===== src/smcr_pkg.sv =====
// Constants for the switch miscellaneous control register bank.
// Assumes an 8-bit management register port and a 40 MHz core clock.
`default_nettype none
package smcr_pkg;

	// Register offsets on the management port
	localparam logic [7:0] OFF_Q0_SPLIT     = 8'hBA;
	localparam logic [7:0] OFF_IRQ_ENABLE   = 8'hBB;
	localparam logic [7:0] OFF_LINK_STATUS  = 8'hBC;
	localparam logic [7:0] OFF_PAUSE_LIMIT  = 8'hBD;
	localparam logic [7:0] OFF_FIBER_THRESH = 8'hC0;
	localparam logic [7:0] OFF_REGULATOR    = 8'hC1;
	localparam logic [7:0] OFF_VLAN_INSERT  = 8'hC2;

	// Reset values of the stored fields
	localparam logic       RST_Q0_WEIGHTED  = 1'b1;
	localparam logic [7:0] RST_IRQ_ENABLE   = 8'h00;
	localparam logic [7:0] RST_LINK_STATUS  = 8'h00;
	localparam logic [7:0] RST_PAUSE_LIMIT  = 8'h00;
	localparam logic [1:0] RST_FIBER_THRESH = 2'h0;
	localparam logic       RST_REGULATOR    = 1'b0;
	localparam logic [5:0] RST_VLAN_INSERT  = 6'h00;

	// Read-only reserved field values
	localparam logic [6:0] RSV_Q0_SPLIT     = 7'h01;
	localparam logic [5:0] RSV_FIBER_THRESH = 6'h00;
	localparam logic [5:0] RSV_REGULATOR_LO = 6'h00;
	localparam logic       RSV_REGULATOR_HI = 1'b0;
	localparam logic [1:0] RSV_VLAN_INSERT  = 2'h0;
	localparam logic [7:0] READ_UNMAPPED    = 8'h00;

	// Field positions
	localparam int BIT_Q0_WEIGHTED = 7;
	localparam int BIT_LC_P1P2     = 7;
	localparam int BIT_LC_P3_MII   = 2;
	localparam int BIT_LC_P2_LINE  = 1;
	localparam int BIT_LC_P1_ANY   = 0;
	localparam int BIT_PAUSE_EN    = 0;
	localparam int BIT_FIBER_P2    = 7;
	localparam int BIT_FIBER_P1    = 6;
	localparam int BIT_REG_DISABLE = 6;
	localparam int BIT_P1_TO_P2    = 5;
	localparam int BIT_P1_TO_P3    = 4;
	localparam int BIT_P2_TO_P1    = 3;
	localparam int BIT_P2_TO_P3    = 2;
	localparam int BIT_P3_TO_P1    = 1;
	localparam int BIT_P3_TO_P2    = 0;

	// Writable / implemented status bits
	localparam logic [7:0] LINK_STATUS_MASK = 8'h87;

	// Pause time limit
	localparam int unsigned CLK_HZ             = 40000000;
	localparam int unsigned PAUSE_LIMIT_MS     = 160;
	localparam int unsigned PAUSE_LIMIT_CYCLES = PAUSE_LIMIT_MS * (CLK_HZ / 1000);
	localparam int          PAUSE_CNT_W        = 23;

endpackage : smcr_pkg
`default_nettype wire


===== src/smcr_pause_timer.sv =====
// Continuous-pause time limit counter for flow control.
// Assumes pause_active comes from logic on the same clock.
`timescale 1ns/100ps
`default_nettype none
module smcr_pause_timer #(
	parameter int          CNT_W = smcr_pkg::PAUSE_CNT_W,
	parameter int unsigned LIMIT = smcr_pkg::PAUSE_LIMIT_CYCLES
) (
	input  wire logic clk,
	input  wire logic rst,
	input  wire logic enable,
	input  wire logic pause_active,
	output var  logic expire
);

	logic [CNT_W-1:0] cnt_reg;
	logic [CNT_W-1:0] cnt_next;
	logic             done_reg;
	logic             done_next;
	logic             expire_reg;
	logic             expire_next;
	wire  logic       running;
	wire  logic       at_limit;

	// Count only while limiting is on and pause is unbroken
	assign running  = enable && pause_active;
	assign at_limit = (cnt_reg == CNT_W'(LIMIT - 1));

	// One request per pause episode; done holds until pause ends
	assign cnt_next    = (!running) ? '0 : ((done_reg || at_limit) ? cnt_reg : cnt_reg + 1'b1);
	assign done_next   = running && (done_reg || at_limit);
	assign expire_next = running && !done_reg && at_limit;

	// State registers
	always_ff @(posedge clk) begin
		if (rst) begin
			cnt_reg    <= '0;
			done_reg   <= 1'b0;
			expire_reg <= 1'b0;
		end else begin
			cnt_reg    <= cnt_next;
			done_reg   <= done_next;
			expire_reg <= expire_next;
		end
	end

	assign expire = expire_reg;

endmodule : smcr_pause_timer
`default_nettype wire


===== src/smcr_regs.sv =====
// Miscellaneous control and status register bank of the switch core.
// Assumes link-change pulses and pause state come from same-clock logic.
// Function
// - Q0 split bit 7 picks strict priority (0) or weighted service (1).
// - Interrupt enable is an 8-bit read/write mask, reset 0x00.
// - Interrupt pin active while any enabled status bit is set.
// - Status bit 7 sets on port 1 or port 2 line change; W1C.
// - Status bit 2 sets on port 3 MII-side link change; W1C.
// - Status bit 1 sets on port 2 line-side link change; W1C.
// - Status bit 0 sets on port 1 line or MII change; W1C.
// - Enabled pause limit requests flow-control invalidation after 160 ms pause.
// - Bits 5,4 insert port 1 VLAN ID at egress ports 2,3.
// - Bits 3,2 insert port 2 VLAN ID at egress ports 1,3.
// - Bits 1,0 insert port 3 VLAN ID at egress ports 1,2; reset 0.
// - Regulator bit 6 high drives the regulator disable output; reset 0.
`timescale 1ns/100ps
`default_nettype none
module smcr_regs #(
	parameter int unsigned PAUSE_LIMIT_CYCLES = smcr_pkg::PAUSE_LIMIT_CYCLES
) (
	input  wire logic       CLK,
	input  wire logic       RST,
	input  wire logic [7:0] REG_ADDR,
	input  wire logic       REG_WR,
	input  wire logic [7:0] REG_WDATA,
	input  wire logic       REG_RD,
	output var  logic [7:0] REG_RDATA,
	input  wire logic       P1_LINK_CHG_LINE,
	input  wire logic       P1_LINK_CHG_MII,
	input  wire logic       P2_LINK_CHG_LINE,
	input  wire logic       P3_LINK_CHG_MII,
	input  wire logic       PAUSE_ACTIVE,
	output var  logic       LINK_IRQ_OUT_N,
	output var  logic       EGRESS_QUEUE_Q0_WEIGHTED,
	output var  logic       FLOW_CTRL_INVALIDATE,
	output var  logic       FIBER_P1_HIGH_THRESH,
	output var  logic       FIBER_P2_HIGH_THRESH,
	output var  logic       CORE_REGULATOR_DISABLE,
	output var  logic       INSERT_P1_VID_AT_P2,
	output var  logic       INSERT_P1_VID_AT_P3,
	output var  logic       INSERT_P2_VID_AT_P1,
	output var  logic       INSERT_P2_VID_AT_P3,
	output var  logic       INSERT_P3_VID_AT_P1,
	output var  logic       INSERT_P3_VID_AT_P2
);

	// Stored fields; reserved bits are not stored, except status bits 6:3 held in the flag register
	logic       q0_weighted_reg;
	logic       q0_weighted_next;
	logic [7:0] irq_enable_reg;
	logic [7:0] irq_enable_next;
	logic [7:0] link_change_flag_reg;
	logic [7:0] link_change_flag_next;
	logic [7:0] pause_limit_reg;
	logic [7:0] pause_limit_next;
	logic [1:0] fiber_reg;
	logic [1:0] fiber_next;
	logic       regulator_reg;
	logic       regulator_next;
	logic [5:0] vlan_insert_reg;
	logic [5:0] vlan_insert_next;
	logic       irq_n_reg;
	logic       irq_n_next;
	logic [7:0] rdata_reg;
	logic [7:0] rdata_next;

	// Write decode
	wire logic wr_q0;
	wire logic wr_ien;
	wire logic wr_stat;
	wire logic wr_pause;
	wire logic wr_fiber;
	wire logic wr_regu;
	wire logic wr_vlan;

	assign wr_q0    = REG_WR && (REG_ADDR == smcr_pkg::OFF_Q0_SPLIT);
	assign wr_ien   = REG_WR && (REG_ADDR == smcr_pkg::OFF_IRQ_ENABLE);
	assign wr_stat  = REG_WR && (REG_ADDR == smcr_pkg::OFF_LINK_STATUS);
	assign wr_pause = REG_WR && (REG_ADDR == smcr_pkg::OFF_PAUSE_LIMIT);
	assign wr_fiber = REG_WR && (REG_ADDR == smcr_pkg::OFF_FIBER_THRESH);
	assign wr_regu  = REG_WR && (REG_ADDR == smcr_pkg::OFF_REGULATOR);
	assign wr_vlan  = REG_WR && (REG_ADDR == smcr_pkg::OFF_VLAN_INSERT);

	// Link-change events mapped onto status bit positions
	wire logic [7:0] lc_set;
	wire logic [7:0] lc_clear;

	assign lc_set[smcr_pkg::BIT_LC_P1P2]    = P1_LINK_CHG_LINE || P2_LINK_CHG_LINE;
	assign lc_set[smcr_pkg::BIT_LC_P1P2-1:smcr_pkg::BIT_LC_P3_MII+1] = '0;
	assign lc_set[smcr_pkg::BIT_LC_P3_MII]  = P3_LINK_CHG_MII;
	assign lc_set[smcr_pkg::BIT_LC_P2_LINE] = P2_LINK_CHG_LINE;
	assign lc_set[smcr_pkg::BIT_LC_P1_ANY]  = P1_LINK_CHG_LINE || P1_LINK_CHG_MII;

	// Only ones in a status write clear; zeros leave flags alone
	assign lc_clear = wr_stat ? (REG_WDATA & smcr_pkg::LINK_STATUS_MASK) : 8'h00;

	// Next values; set is ORed last so a coincident event survives the clear
	assign q0_weighted_next      = wr_q0 ? REG_WDATA[smcr_pkg::BIT_Q0_WEIGHTED] : q0_weighted_reg;
	assign irq_enable_next       = wr_ien ? REG_WDATA : irq_enable_reg;
	assign link_change_flag_next = (link_change_flag_reg & ~lc_clear) | lc_set;
	assign pause_limit_next      = wr_pause ? REG_WDATA : pause_limit_reg;
	assign fiber_next            = wr_fiber ?
		{REG_WDATA[smcr_pkg::BIT_FIBER_P2], REG_WDATA[smcr_pkg::BIT_FIBER_P1]} : fiber_reg;
	assign regulator_next        = wr_regu ? REG_WDATA[smcr_pkg::BIT_REG_DISABLE] : regulator_reg;
	assign vlan_insert_next      = wr_vlan ?
		REG_WDATA[smcr_pkg::BIT_P1_TO_P2:smcr_pkg::BIT_P3_TO_P2] : vlan_insert_reg;

	// Interrupt pin is registered so it never glitches on the board
	assign irq_n_next = ~|(link_change_flag_next & irq_enable_next);

	// Read mux; reserved fields show their fixed defaults
	wire logic [7:0] rd_q0;
	wire logic [7:0] rd_fiber;
	wire logic [7:0] rd_regu;
	wire logic [7:0] rd_vlan;

	assign rd_q0    = {q0_weighted_reg, smcr_pkg::RSV_Q0_SPLIT};
	assign rd_fiber = {fiber_reg, smcr_pkg::RSV_FIBER_THRESH};
	assign rd_regu  = {smcr_pkg::RSV_REGULATOR_HI, regulator_reg, smcr_pkg::RSV_REGULATOR_LO};
	assign rd_vlan  = {smcr_pkg::RSV_VLAN_INSERT, vlan_insert_reg};

	assign rdata_next =
		!REG_RD ? rdata_reg :
		(REG_ADDR == smcr_pkg::OFF_Q0_SPLIT)     ? rd_q0 :
		(REG_ADDR == smcr_pkg::OFF_IRQ_ENABLE)   ? irq_enable_reg :
		(REG_ADDR == smcr_pkg::OFF_LINK_STATUS)  ? link_change_flag_reg :
		(REG_ADDR == smcr_pkg::OFF_PAUSE_LIMIT)  ? pause_limit_reg :
		(REG_ADDR == smcr_pkg::OFF_FIBER_THRESH) ? rd_fiber :
		(REG_ADDR == smcr_pkg::OFF_REGULATOR)    ? rd_regu :
		(REG_ADDR == smcr_pkg::OFF_VLAN_INSERT)  ? rd_vlan :
		smcr_pkg::READ_UNMAPPED;

	// Register update
	always_ff @(posedge CLK) begin
		if (RST) begin
			q0_weighted_reg      <= smcr_pkg::RST_Q0_WEIGHTED;
			irq_enable_reg       <= smcr_pkg::RST_IRQ_ENABLE;
			link_change_flag_reg <= smcr_pkg::RST_LINK_STATUS;
			pause_limit_reg      <= smcr_pkg::RST_PAUSE_LIMIT;
			fiber_reg            <= smcr_pkg::RST_FIBER_THRESH;
			regulator_reg        <= smcr_pkg::RST_REGULATOR;
			vlan_insert_reg      <= smcr_pkg::RST_VLAN_INSERT;
		end else begin
			q0_weighted_reg      <= q0_weighted_next;
			irq_enable_reg       <= irq_enable_next;
			link_change_flag_reg <= link_change_flag_next;
			pause_limit_reg      <= pause_limit_next;
			fiber_reg            <= fiber_next;
			regulator_reg        <= regulator_next;
			vlan_insert_reg      <= vlan_insert_next;
		end
	end

	// Pin and read-data registers
	always_ff @(posedge CLK) begin
		if (RST) begin
			irq_n_reg <= 1'b1;
			rdata_reg <= smcr_pkg::READ_UNMAPPED;
		end else begin
			irq_n_reg <= irq_n_next;
			rdata_reg <= rdata_next;
		end
	end

	// Pause limit uses only bit 0 as the enable; upper bits are stored
	smcr_pause_timer #(
		.CNT_W (smcr_pkg::PAUSE_CNT_W),
		.LIMIT (PAUSE_LIMIT_CYCLES)
	) u_pause_timer (
		.clk          (CLK),
		.rst          (RST),
		.enable       (pause_limit_reg[smcr_pkg::BIT_PAUSE_EN]),
		.pause_active (PAUSE_ACTIVE),
		.expire       (FLOW_CTRL_INVALIDATE)
	);

	// Outputs; sibling queue bits live elsewhere, scheduler combines them
	assign REG_RDATA                = rdata_reg;
	assign LINK_IRQ_OUT_N           = irq_n_reg;
	assign EGRESS_QUEUE_Q0_WEIGHTED = q0_weighted_reg;
	assign FIBER_P1_HIGH_THRESH     = fiber_reg[0];
	assign FIBER_P2_HIGH_THRESH     = fiber_reg[1];
	assign CORE_REGULATOR_DISABLE   = regulator_reg;
	assign INSERT_P1_VID_AT_P2      = vlan_insert_reg[smcr_pkg::BIT_P1_TO_P2];
	assign INSERT_P1_VID_AT_P3      = vlan_insert_reg[smcr_pkg::BIT_P1_TO_P3];
	assign INSERT_P2_VID_AT_P1      = vlan_insert_reg[smcr_pkg::BIT_P2_TO_P1];
	assign INSERT_P2_VID_AT_P3      = vlan_insert_reg[smcr_pkg::BIT_P2_TO_P3];
	assign INSERT_P3_VID_AT_P1      = vlan_insert_reg[smcr_pkg::BIT_P3_TO_P1];
	assign INSERT_P3_VID_AT_P2      = vlan_insert_reg[smcr_pkg::BIT_P3_TO_P2];

	// Checks on the scheduling bit and the interrupt mask
	AST_Q0_WRITE: assert property (@(posedge CLK) disable iff (RST)
		wr_q0 |=> EGRESS_QUEUE_Q0_WEIGHTED == $past(REG_WDATA[smcr_pkg::BIT_Q0_WEIGHTED]))
		else $error("queue weighting bit not taken from write");

	AST_Q0_HOLD: assert property (@(posedge CLK) disable iff (RST)
		!wr_q0 |=> $stable(EGRESS_QUEUE_Q0_WEIGHTED))
		else $error("queue weighting bit changed without a write");

	// Reset is synchronous, so defaults show one edge after RST is seen
	AST_IEN_RESET: assert property (@(posedge CLK)
		RST |=> (irq_enable_reg == smcr_pkg::RST_IRQ_ENABLE &&
			EGRESS_QUEUE_Q0_WEIGHTED == smcr_pkg::RST_Q0_WEIGHTED))
		else $error("enable mask or weighting bit wrong after reset");

	AST_IEN_WRITE: assert property (@(posedge CLK) disable iff (RST)
		wr_ien |=> irq_enable_reg == $past(REG_WDATA))
		else $error("enable mask not taken from write");

	// Pin register lines up with the flag and mask registers each cycle
	AST_IRQ_PIN: assert property (@(posedge CLK) disable iff (RST)
		LINK_IRQ_OUT_N == !(|(link_change_flag_reg & irq_enable_reg)))
		else $error("interrupt pin disagrees with enabled flags");

	AST_IRQ_MASKED: assert property (@(posedge CLK) disable iff (RST)
		(irq_enable_reg == 8'h00 && !wr_ien) |=> LINK_IRQ_OUT_N)
		else $error("interrupt pin active with empty mask");

	// Flags set by their events
	AST_LC_BIT7: assert property (@(posedge CLK) disable iff (RST)
		(P1_LINK_CHG_LINE || P2_LINK_CHG_LINE) |=> link_change_flag_reg[smcr_pkg::BIT_LC_P1P2])
		else $error("status bit 7 missed a link change");

	// Reserved status bits must never pick up an event
	AST_LC_BIT2: assert property (@(posedge CLK) disable iff (RST)
		P3_LINK_CHG_MII |=> link_change_flag_reg[smcr_pkg::BIT_LC_P3_MII] &&
			(link_change_flag_reg & ~smcr_pkg::LINK_STATUS_MASK) == 8'h00)
		else $error("status bit 2 missed a link change");

	AST_LC_BIT1: assert property (@(posedge CLK) disable iff (RST)
		P2_LINK_CHG_LINE |=> link_change_flag_reg[smcr_pkg::BIT_LC_P2_LINE] &&
			(!link_change_flag_reg[smcr_pkg::BIT_LC_P1_ANY] ||
			$past(link_change_flag_reg[smcr_pkg::BIT_LC_P1_ANY] || P1_LINK_CHG_LINE || P1_LINK_CHG_MII)))
		else $error("status bit 1 missed a link change");

	AST_LC_BIT0: assert property (@(posedge CLK) disable iff (RST)
		P1_LINK_CHG_MII |=> link_change_flag_reg[smcr_pkg::BIT_LC_P1_ANY])
		else $error("status bit 0 missed an MII link change");

	AST_LC_BIT0_LINE: assert property (@(posedge CLK) disable iff (RST)
		P1_LINK_CHG_LINE |=> link_change_flag_reg[smcr_pkg::BIT_LC_P1_ANY] &&
			link_change_flag_reg[smcr_pkg::BIT_LC_P1P2])
		else $error("status bits 0 and 7 missed a line link change");

	// Clearing semantics
	AST_W0_KEEPS: assert property (@(posedge CLK) disable iff (RST)
		(wr_stat && !REG_WDATA[smcr_pkg::BIT_LC_P1P2] && link_change_flag_reg[smcr_pkg::BIT_LC_P1P2])
		|=> link_change_flag_reg[smcr_pkg::BIT_LC_P1P2])
		else $error("writing zero cleared a flag");

	AST_W1_CLEARS: assert property (@(posedge CLK) disable iff (RST)
		(wr_stat && REG_WDATA[smcr_pkg::BIT_LC_P3_MII] && !P3_LINK_CHG_MII)
		|=> !link_change_flag_reg[smcr_pkg::BIT_LC_P3_MII])
		else $error("writing one did not clear a flag");

	AST_SET_WINS: assert property (@(posedge CLK) disable iff (RST)
		(wr_stat && REG_WDATA[smcr_pkg::BIT_LC_P2_LINE] && P2_LINK_CHG_LINE)
		|=> link_change_flag_reg[smcr_pkg::BIT_LC_P2_LINE])
		else $error("event lost to a coincident clear");

	// Without a write or an event the flags must not move
	AST_FLAG_HOLD: assert property (@(posedge CLK) disable iff (RST)
		(!wr_stat && !P1_LINK_CHG_LINE && !P1_LINK_CHG_MII && !P2_LINK_CHG_LINE &&
			!P3_LINK_CHG_MII) |=> $stable(link_change_flag_reg))
		else $error("status flags changed with no write or event");

	// Pause limit never requests while disabled
	AST_PAUSE_OFF: assert property (@(posedge CLK) disable iff (RST)
		!pause_limit_reg[smcr_pkg::BIT_PAUSE_EN] |=> !FLOW_CTRL_INVALIDATE)
		else $error("flow control invalidated with limit disabled");

	// One request per episode, so the pulse is never two cycles long
	AST_PAUSE_ONCE: assert property (@(posedge CLK) disable iff (RST)
		FLOW_CTRL_INVALIDATE |=> !FLOW_CTRL_INVALIDATE)
		else $error("flow control request longer than one cycle");

	AST_PAUSE_CAUSE: assert property (@(posedge CLK) disable iff (RST)
		FLOW_CTRL_INVALIDATE |-> $past(PAUSE_ACTIVE) &&
			$past(pause_limit_reg[smcr_pkg::BIT_PAUSE_EN]))
		else $error("flow control request without enabled pause");

	AST_PAUSE_NOPAUSE: assert property (@(posedge CLK) disable iff (RST)
		!PAUSE_ACTIVE |=> !FLOW_CTRL_INVALIDATE ##1 !FLOW_CTRL_INVALIDATE || PAUSE_ACTIVE)
		else $error("flow control invalidated without pause");

	// Insertion enables and regulator control follow writes
	AST_VLAN_WRITE: assert property (@(posedge CLK) disable iff (RST)
		wr_vlan |=> ({INSERT_P1_VID_AT_P2, INSERT_P1_VID_AT_P3, INSERT_P2_VID_AT_P1,
			INSERT_P2_VID_AT_P3, INSERT_P3_VID_AT_P1, INSERT_P3_VID_AT_P2} ==
			$past(REG_WDATA[smcr_pkg::BIT_P1_TO_P2:smcr_pkg::BIT_P3_TO_P2])))
		else $error("insertion enables not taken from write");

	AST_VLAN_HOLD: assert property (@(posedge CLK) disable iff (RST)
		!wr_vlan |=> $stable(vlan_insert_reg))
		else $error("insertion enables changed without a write");

	AST_REGU_WRITE: assert property (@(posedge CLK) disable iff (RST)
		wr_regu |=> CORE_REGULATOR_DISABLE == $past(REG_WDATA[smcr_pkg::BIT_REG_DISABLE]))
		else $error("regulator disable not taken from write");

	AST_REGU_HOLD: assert property (@(posedge CLK) disable iff (RST)
		!wr_regu |=> $stable(CORE_REGULATOR_DISABLE))
		else $error("regulator disable changed without a write");

	// Reserved fields read back as defaults
	AST_RSV_READ: assert property (@(posedge CLK) disable iff (RST)
		(REG_RD && REG_ADDR == smcr_pkg::OFF_Q0_SPLIT) |=> REG_RDATA[6:0] == smcr_pkg::RSV_Q0_SPLIT)
		else $error("reserved field read wrong value");

	AST_RSV_VLAN: assert property (@(posedge CLK) disable iff (RST)
		(REG_RD && REG_ADDR == smcr_pkg::OFF_VLAN_INSERT) |=>
			REG_RDATA[7:6] == smcr_pkg::RSV_VLAN_INSERT)
		else $error("reserved insertion bits read nonzero");

endmodule : smcr_regs
`default_nettype wire


===== config.mk =====
export PLATFORM = sky130hd
export DESIGN_NAME = smcr_regs
export DESIGN_NICKNAME = d
export VERILOG_FILES = /design/src/smcr_pkg.sv /design/src/smcr_pause_timer.sv /design/src/smcr_regs.sv
export SDC_FILE = /design/constraint.sdc
export NUM_CORES = 1
export LEC_CHECK = 0
export CORE_UTILIZATION = 55
export CTS_CLUSTER_SIZE = 25
export DETAILED_ROUTE_END_ITERATION = 16
export DONT_BUFFER_PORTS = 1
export PLACE_DENSITY = 0.78
export SLEW_MARGIN = 20
export SYNTH_ARGS = -nofsm -noshare
export SYNTH_HDL_FRONTEND = slang
export SYNTH_SLANG_ARGS = --single-unit

===== constraint.sdc =====
create_clock -name CLK -period 3.4 [get_ports CLK]
set_input_delay 1.02 -clock CLK [delete_from_list [all_inputs] [get_ports CLK]]
set_output_delay 1.02 -clock CLK [all_outputs]
set_load 0.01 [all_outputs]

==> run metrics, run 1 <==
number of flip-flops in the largest register=23; power per cell area=423 nW/um^2; count of boundary I/O pins=45; largest net degree at the start of global routing=38; Mapped Cells=340; number of failing setup endpoints in the final timing report=0; Hold Violations, Final=0; routed wire length=6840 um; worst-case clock buffer depth=2; register cell area after layout=1280 sq um; Die Y-Extent=75.5 um; number of I/O port buffers=0; number of buffers added by the clock tree synthesis step=9; later-pin clock latency in the skew report=0.35 ns; final worst path period need=2.31 ns; Num Clock Sinks=64; clock power share=40.9%; sequential cell area fraction in the yosys report=43.2%; leak pwr=0.995 nW; Sw Pwr=0.318 mW; multi-input gate area in the final layout=1590 sq um; number of cells after detailed placement=399; vias in the first global route=2231; Core Footprint=5140 sq um; most area-hungry cell type in the Yosys netlist=sky130_fd_sc_hd__dfxtp_1; total of fill cells in the finished design=453; worst ir drop on vdd=0.000264 V; post-synthesis cell area=2970 sq um; TritonCTS clock tree=built; mean post-synth cell area=8.73 sq um; number of non-filler instances in the completed layout=414; worst slack after detailed placement=0.826 ns; flops & latches, synth=64; Post-Route Setup TNS=0 ns; Worst setup SP type=primary input; antenna violations before repair=0; initial core utilization=57.7%; DP Wirelength=4700 um; # DRC=0; vias per std cell=6.22; WL/cell=16.5 um; Clock H-tree levels=3; grt ovf=0; critical path class=primary input to register; leading cell types by total area after synthesis=sky130_fd_sc_hd__dfxtp_1 (43%), sky130_fd_sc_hd__nor2_1 (5.6%), sky130_fd_sc_hd__a21oi_1 (4.9%); first-pass GRT wire length=10700 um; Resize count post-CTS=0; switching share of power=23.7%; setup repair after global routing missed its margin=no; combinational cell fraction of total power=2.6%; Synthesis Warnings=0; count of final max-slew check failures=0; total global-route track usage=25.2%; MaxCap Viol Count=0; Pre-Repair DR Iteration Count=5; number of nets produced by synthesis=366; clock-pin slew reported for the worst setup and hold paths after clock tree synthesis=0.07 ns; count of hold buffers inserted by post-cts repair=0; highest net fanout along the worst path=13; critical path endpoint category=register; number of post-CTS setup repair buffers=0; clock root cell=sky130_fd_sc_hd__clkbuf_8; post-route ant nets=0; worst slew margin relative to its limit=55.3%; signed area change from the synthesized netlist to the final layout=7.00%; Period Utilization, post-route=67.9%; top achievable clock speed=0.433 GHz; result of the run=completed; gpl congestion=0.859; design area=3180 sq um; CP Data Required Time=3.66 ns; worst hold path class=register to register; setup ws final=1.09 ns; die outline width=75.5 um; Cell Rows=26; antenna diode count=0; fraction of final layout cells with drive strength greater than 1=8.72%; Yosys top cell area share=43.2%; Yosys cell types=50; Cell Int Power=1.02 mW; total number of vias=2575; setup slack of the most critical reg-to-reg path=1.38 ns; post-layout net count=366; first-iteration detailed-routing DRC count=184; Cell Area, Placed=3010 sq um; Die Outline Area=5690 sq um; Seq pwr share=56.5%; Tightest Pin Transition=0.669 ns; Post-Route Skew=0.00626 ns; Crit path arrival time=2.56 ns
-- layout by cell type (no fill, tap or decap), types with 2 or more instances in the layout --
cell	n
sky130_fd_sc_hd__dfxtp_1	64
sky130_fd_sc_hd__nor2_1	44
sky130_fd_sc_hd__nand2_1	34
sky130_fd_sc_hd__a21oi_1	29
sky130_fd_sc_hd__nand3_1	26
sky130_fd_sc_hd__mux2i_1	13
sky130_fd_sc_hd__nand4_1	11
sky130_fd_sc_hd__xnor2_1	10
sky130_fd_sc_hd__inv_1	9
sky130_fd_sc_hd__clkbuf_8	9
sky130_fd_sc_hd__o21ai_0	7
sky130_fd_sc_hd__xor2_1	7
sky130_fd_sc_hd__a222oi_1	5
sky130_fd_sc_hd__a211oi_1	5
sky130_fd_sc_hd__or3_1	5
sky130_fd_sc_hd__a2111oi_0	5
sky130_fd_sc_hd__nor3b_1	3
sky130_fd_sc_hd__and4b_1	3
sky130_fd_sc_hd__a2bb2oi_1	3
sky130_fd_sc_hd__o22ai_1	3
sky130_fd_sc_hd__and3_1	3
sky130_fd_sc_hd__clkinv_2	3
sky130_fd_sc_hd__clkinvlp_4	3
sky130_fd_sc_hd__buf_4	3
sky130_fd_sc_hd__a21o_1	2
sky130_fd_sc_hd__nor4_2	2
sky130_fd_sc_hd__nor3_1	2
sky130_fd_sc_hd__a211o_1	2
sky130_fd_sc_hd__nor4_4	2
sky130_fd_sc_hd__and4_1	2
sky130_fd_sc_hd__or4_4	2
sky130_fd_sc_hd__nand4b_1	2
sky130_fd_sc_hd__or4_1	2
sky130_fd_sc_hd__nor4_1	2
-- metrics by stage --
step / utilization, % / hold WS, ns / power (mW)
2_1_floorplan: - / 0.436 / 0.815
3_3_place_gp: 58.6 / 0.438 / 0.810
3_5_place_dp: 58.6 / 0.443 / 0.810
4_1_cts: 61.8 / 0.453 / 1.36
5_1_grt: 61.8 / 0.468 / 1.39
6_report: 61.8 / 0.455 / 1.34
-- final timing paths --
| kind | startpoint | endpoint | cells after the start |
|---|---|---|---|
| setup / recovery | REG_ADDR[0] | REG_RDATA[0]$_SDFFE_PP0P_ | 5 |
| hold reg to reg | pause_limit_reg[4]$_SDFFE_PP0P_ | pause_limit_reg[4]$_SDFFE_PP0P_ | 2 |
| setup reg to reg | u_pause_timer.cnt_reg[18]$_SDFFE_PP0N_ | u_pause_timer.cnt_reg[7]$_SDFFE_PP0N_ | 5 |
| hold / removal | pause_limit_reg[4]$_SDFFE_PP0P_ | pause_limit_reg[4]$_SDFFE_PP0P_ | 2 |
-- logic make-up after synthesis --
| family | after synthesis | share of synthesized area (%) |
|---|---|---|
| muxes | 14 | 4.76 |
| and+or+nand+nor | 153 | 28.0 |
| adders and majority gates | 1 | 0.422 |
| DFF | 64 | 43.2 |
| xor gates and xnor gates | 17 | 5.02 |
| AOI/OAI and AO/OA | 68 | 15.3 |
| buffers and inverters | 23 | 3.29 |
-- layout make-up --
cell class | count | share of cell area (%)
clock inverter | 6 | 1.18
timing repair buffer | 3 | 0.709
clock buffer | 9 | 3.90
inverter | 9 | 1.06
multi-input combinational | 253 | 50.0
sequential | 64 | 40.3
tap | 70 | 2.76
-- worst max-delay path: stages --
cell                       delay, ns
sky130_fd_sc_hd__nor3b_1        0.36
sky130_fd_sc_hd__and4b_1        0.61
sky130_fd_sc_hd__nand2_1        0.14
sky130_fd_sc_hd__a22o_1         0.23
sky130_fd_sc_hd__a211oi_1       0.20
-- metal layers --
layer	up-vias	wire length (um)	part of all wire, %	GRT usage (%)
li1	1242	-	-	-
met1	1207	3100	45	34.2
met2	109	3080	45	37.0
met3	17	513	7.5	7.80
met4	0	138	2.0	10.7
met5	-	0	0	0
-- cells in the mapped netlist, drive strengths merged --
cell,instances
a2111oi,5
nor2,44
a22oi,1
a21o,2
or3,5
clkbuf,10
or2b,1
o21ai,7
o2111ai,1
a211oi,5
buf,4
or3b,1
a2bb2oi,3
and3,3
o211a,1
or4,4
o31ai,1
mux2i,13
a211o,2
nor3b,3
xnor2,10
a21oi,30
nand3,27
xor2,7
nand2,34
nor3,2
and4,2
nand4b,2
a222oi,5
and4b,3
inv,9
a22o,1
o22ai,3
nand3b,2
nor4,6
mux2,1
ha,1
and3b,1
dfxtp,64
and2,1
a311o,1
or4bb,1
nand4,11
-- power by group through the flow --
stage / sequential, mW / clock [mW] / combinational [mW]
floorplan: 0.775 / 0 / 0.0396
global placement: 0.776 / 0 / 0.0335
detailed placement: 0.776 / 0 / 0.0340
CTS: 0.759 / 0.566 / 0.0341
global route: 0.759 / 0.592 / 0.0378
finish: 0.759 / 0.549 / 0.0346
Note: power is estimated with default switching activity, not from simulation.
==> run 2, diff against run 1 <==
clock period = 2.4 ns   (was 3.4 ns; I/O delays follow)
==> run 2 against run 1 <==
- register-to-register slack worse by 0.93 ns
- non-clock buffer count is 5 higher
- design area is 1.5% higher
- first-iteration DRC count is 34% higher
- count of clock-buffer cells in the layout is 1 higher
- cell count is 1.4% higher
- critical path type is now register to register
- largest power group unchanged
==> run metrics, run 2 (synthesis gave the netlist of run 1 again) <==
antenna violations before repair=0; worst setup path endpoint=u_pause_timer.cnt_reg[13]$_SDFFE_PP0N_; most common cell after layout, fill and taps aside=sky130_fd_sc_hd__dfxtp_1; TritonCTS clock tree=built; Worst setup SP type=register; capture point of the worst reg-to-reg path=u_pause_timer.cnt_reg[13]$_SDFFE_PP0N_; Cell Area, Placed=3050 sq um; count of final max-slew check failures=0; largest net degree at the start of global routing=38; clock power share=41.6%; leak pwr=1.03 nW; setup repair after global routing missed its margin=no; die outline width=75.5 um; source of the critical timing path=u_pause_timer.cnt_reg[18]$_SDFFE_PP0N_; number of buffers added by the clock tree synthesis step=9; worst hold path class=primary input to register; Post-Route Skew=0.00640 ns; post-route ant nets=0; worst slack after detailed placement=0.140 ns; Clock H-tree levels=3; grt met3 use=5.16%; smallest hold slack=0.443 ns; CP Data Required Time=2.62 ns; top achievable clock speed=0.512 GHz; Post-Route Setup TNS=0 ns; clock-pin slew reported for the worst setup and hold paths after clock tree synthesis=0.07 ns; Num Clock Sinks=64; switching share of power=23.0%; final worst path period need=1.95 ns; initial core utilization=57.7%; longest individual stage delay on the worst path=0.58 ns; DP Wirelength=4720 um; worst-case clock buffer depth=2; highest net fanout along the worst path=5; number of I/O port buffers=0; Die Y-Extent=75.5 um; total number of vias=2582; critical path, cell by cell=or4_4 > or4_4 > nand4_1 > xor2_1 > nor2_1; setup ws final=0.446 ns; Hold Violations, Final=0; number of buffers and inverters on the critical path=0; vias in the first global route=2272; critical path class=register to register; Crit path arrival time=2.17 ns; first-iteration detailed-routing DRC count=246; number of failing setup endpoints in the final timing report=0; most used cells in the layout excluding fill and tap cells=sky130_fd_sc_hd__dfxtp_1 (64), sky130_fd_sc_hd__nor2_1 (44), sky130_fd_sc_hd__nand2_1 (34), sky130_fd_sc_hd__a21oi_1 (29), sky130_fd_sc_hd__nand3_1 (26); setup slack of the most critical reg-to-reg path=0.45 ns; number of post-CTS setup repair buffers=0; vias per std cell=6.15; Resize count post-CTS=0; Top delay family on crit path=simple AND/OR/NAND/NOR gates; MaxCap Viol Count=0; grt ovf=0; Stages on worst setup path=5; Pre-Repair DR Iteration Count=5; worst slew margin relative to its limit=61.8%; Die Outline Area=5690 sq um; Seq pwr share=55.7%; power per cell area=598 nW/um^2; count of boundary I/O pins=45; Core Footprint=5140 sq um; clock root cell=sky130_fd_sc_hd__clkbuf_8; count of hold buffers inserted by post-cts repair=0; number of cell instances on the worst register-to-register path=5; Sw Pwr=0.444 mW; signed area change from the synthesized netlist to the final layout=8.64%; number of flip-flops in the largest register=23; later-pin clock latency in the skew report=0.34 ns; # DRC=0; gpl congestion=0.875; post-layout net count=371; worst ir drop on vdd=0.000376 V; fraction of final layout cells with drive strength greater than 1=10.3%; design area=3220 sq um; R2R Path Start=u_pause_timer.cnt_reg[18]$_SDFFE_PP0N_; library cell contributing the largest single delay on the critical path=sky130_fd_sc_hd__or4_4; total global-route track usage=25.3%; Tightest Pin Transition=0.558 ns; Cell Rows=26; fraction of met1 tracks used by global routing=33.4%; met2 usage=39.1%; Period Utilization, post-route=81.4%; routed wire length=6790 um; first-pass GRT wire length=10600 um; busiest grt layer=met2; antenna diode count=0; WL/cell=16.2 um; Cell Int Power=1.49 mW; result of the run=completed; combinational cell fraction of total power=2.6%; critical path endpoint category=register; Most Frequent Cell on Critical Path=sky130_fd_sc_hd__or4_4
run 2: area by class of cell:
class / instances / area (sq um)
Clock buffer: 10 / 138
Clock inverter: 6 / 35.0
Fill cell: 476 / 1920
Inverter: 9 / 33.8
Multi-Input combinational cell: 253 / 1590
Sequential cell: 64 / 1280
Tap cell: 70 / 87.6
Timing Repair Buffer: 8 / 60.1
run 2: worst register-to-register path, cell delays in order (launching register included):
cell and delay (ns):
sky130_fd_sc_hd__dfxtp_1 0.35, sky130_fd_sc_hd__or4_4 0.56, sky130_fd_sc_hd__or4_4 0.58, sky130_fd_sc_hd__nand4_1 0.14, sky130_fd_sc_hd__xor2_1 0.15, sky130_fd_sc_hd__nor2_1 0.06
run 2: worst min-delay path by stage:
stage	startpoint	endpoint	cells after the start
3_5_place_dp	pause_limit_reg[6]$_SDFFE_PP0P_	pause_limit_reg[6]$_SDFFE_PP0P_	2
3_3_place_gp	pause_limit_reg[3]$_SDFFE_PP0P_	pause_limit_reg[3]$_SDFFE_PP0P_	2
5_1_grt	RST	vlan_insert_reg[1]$_SDFFE_PP0P_	1
6_report	RST	vlan_insert_reg[2]$_SDFFE_PP0P_	1
4_1_cts	RST	pause_limit_reg[1]$_SDFFE_PP0P_	1
2_1_floorplan	pause_limit_reg[1]$_SDFFE_PP0P_	pause_limit_reg[1]$_SDFFE_PP0P_	2
run 2: per-layer routing:
metal | wire [um] | share of wire (%)
met1 | 3070 | 45
met2 | 2990 | 44
met3 | 565 | 8.3
met4 | 155 | 2.3
met5 | 0 | 0
run 2: through the flow:
stage / cells / total power, mW / utilization, %
5_1_grt: 420 / 1.99 / 62.7
3_3_place_gp: 404 / 1.15 / 59.4
2_1_floorplan: 340 / 1.15 / -
3_5_place_dp: 404 / 1.15 / 59.4
6_report: 420 / 1.93 / 62.7
4_1_cts: 420 / 1.94 / 62.7
run 2: power groups by stage:
| stage | sequential (mW) | clock (mW) | combinational (mW) |
|---|---|---|---|
| 2_1_floorplan | 1.10 | 0 | 0.0560 |
| 3_3_place_gp | 1.10 | 0 | 0.0484 |
| 3_5_place_dp | 1.10 | 0 | 0.0494 |
| 4_1_cts | 1.08 | 0.816 | 0.0498 |
| 5_1_grt | 1.08 | 0.863 | 0.0548 |
| 6_report | 1.08 | 0.803 | 0.0505 |
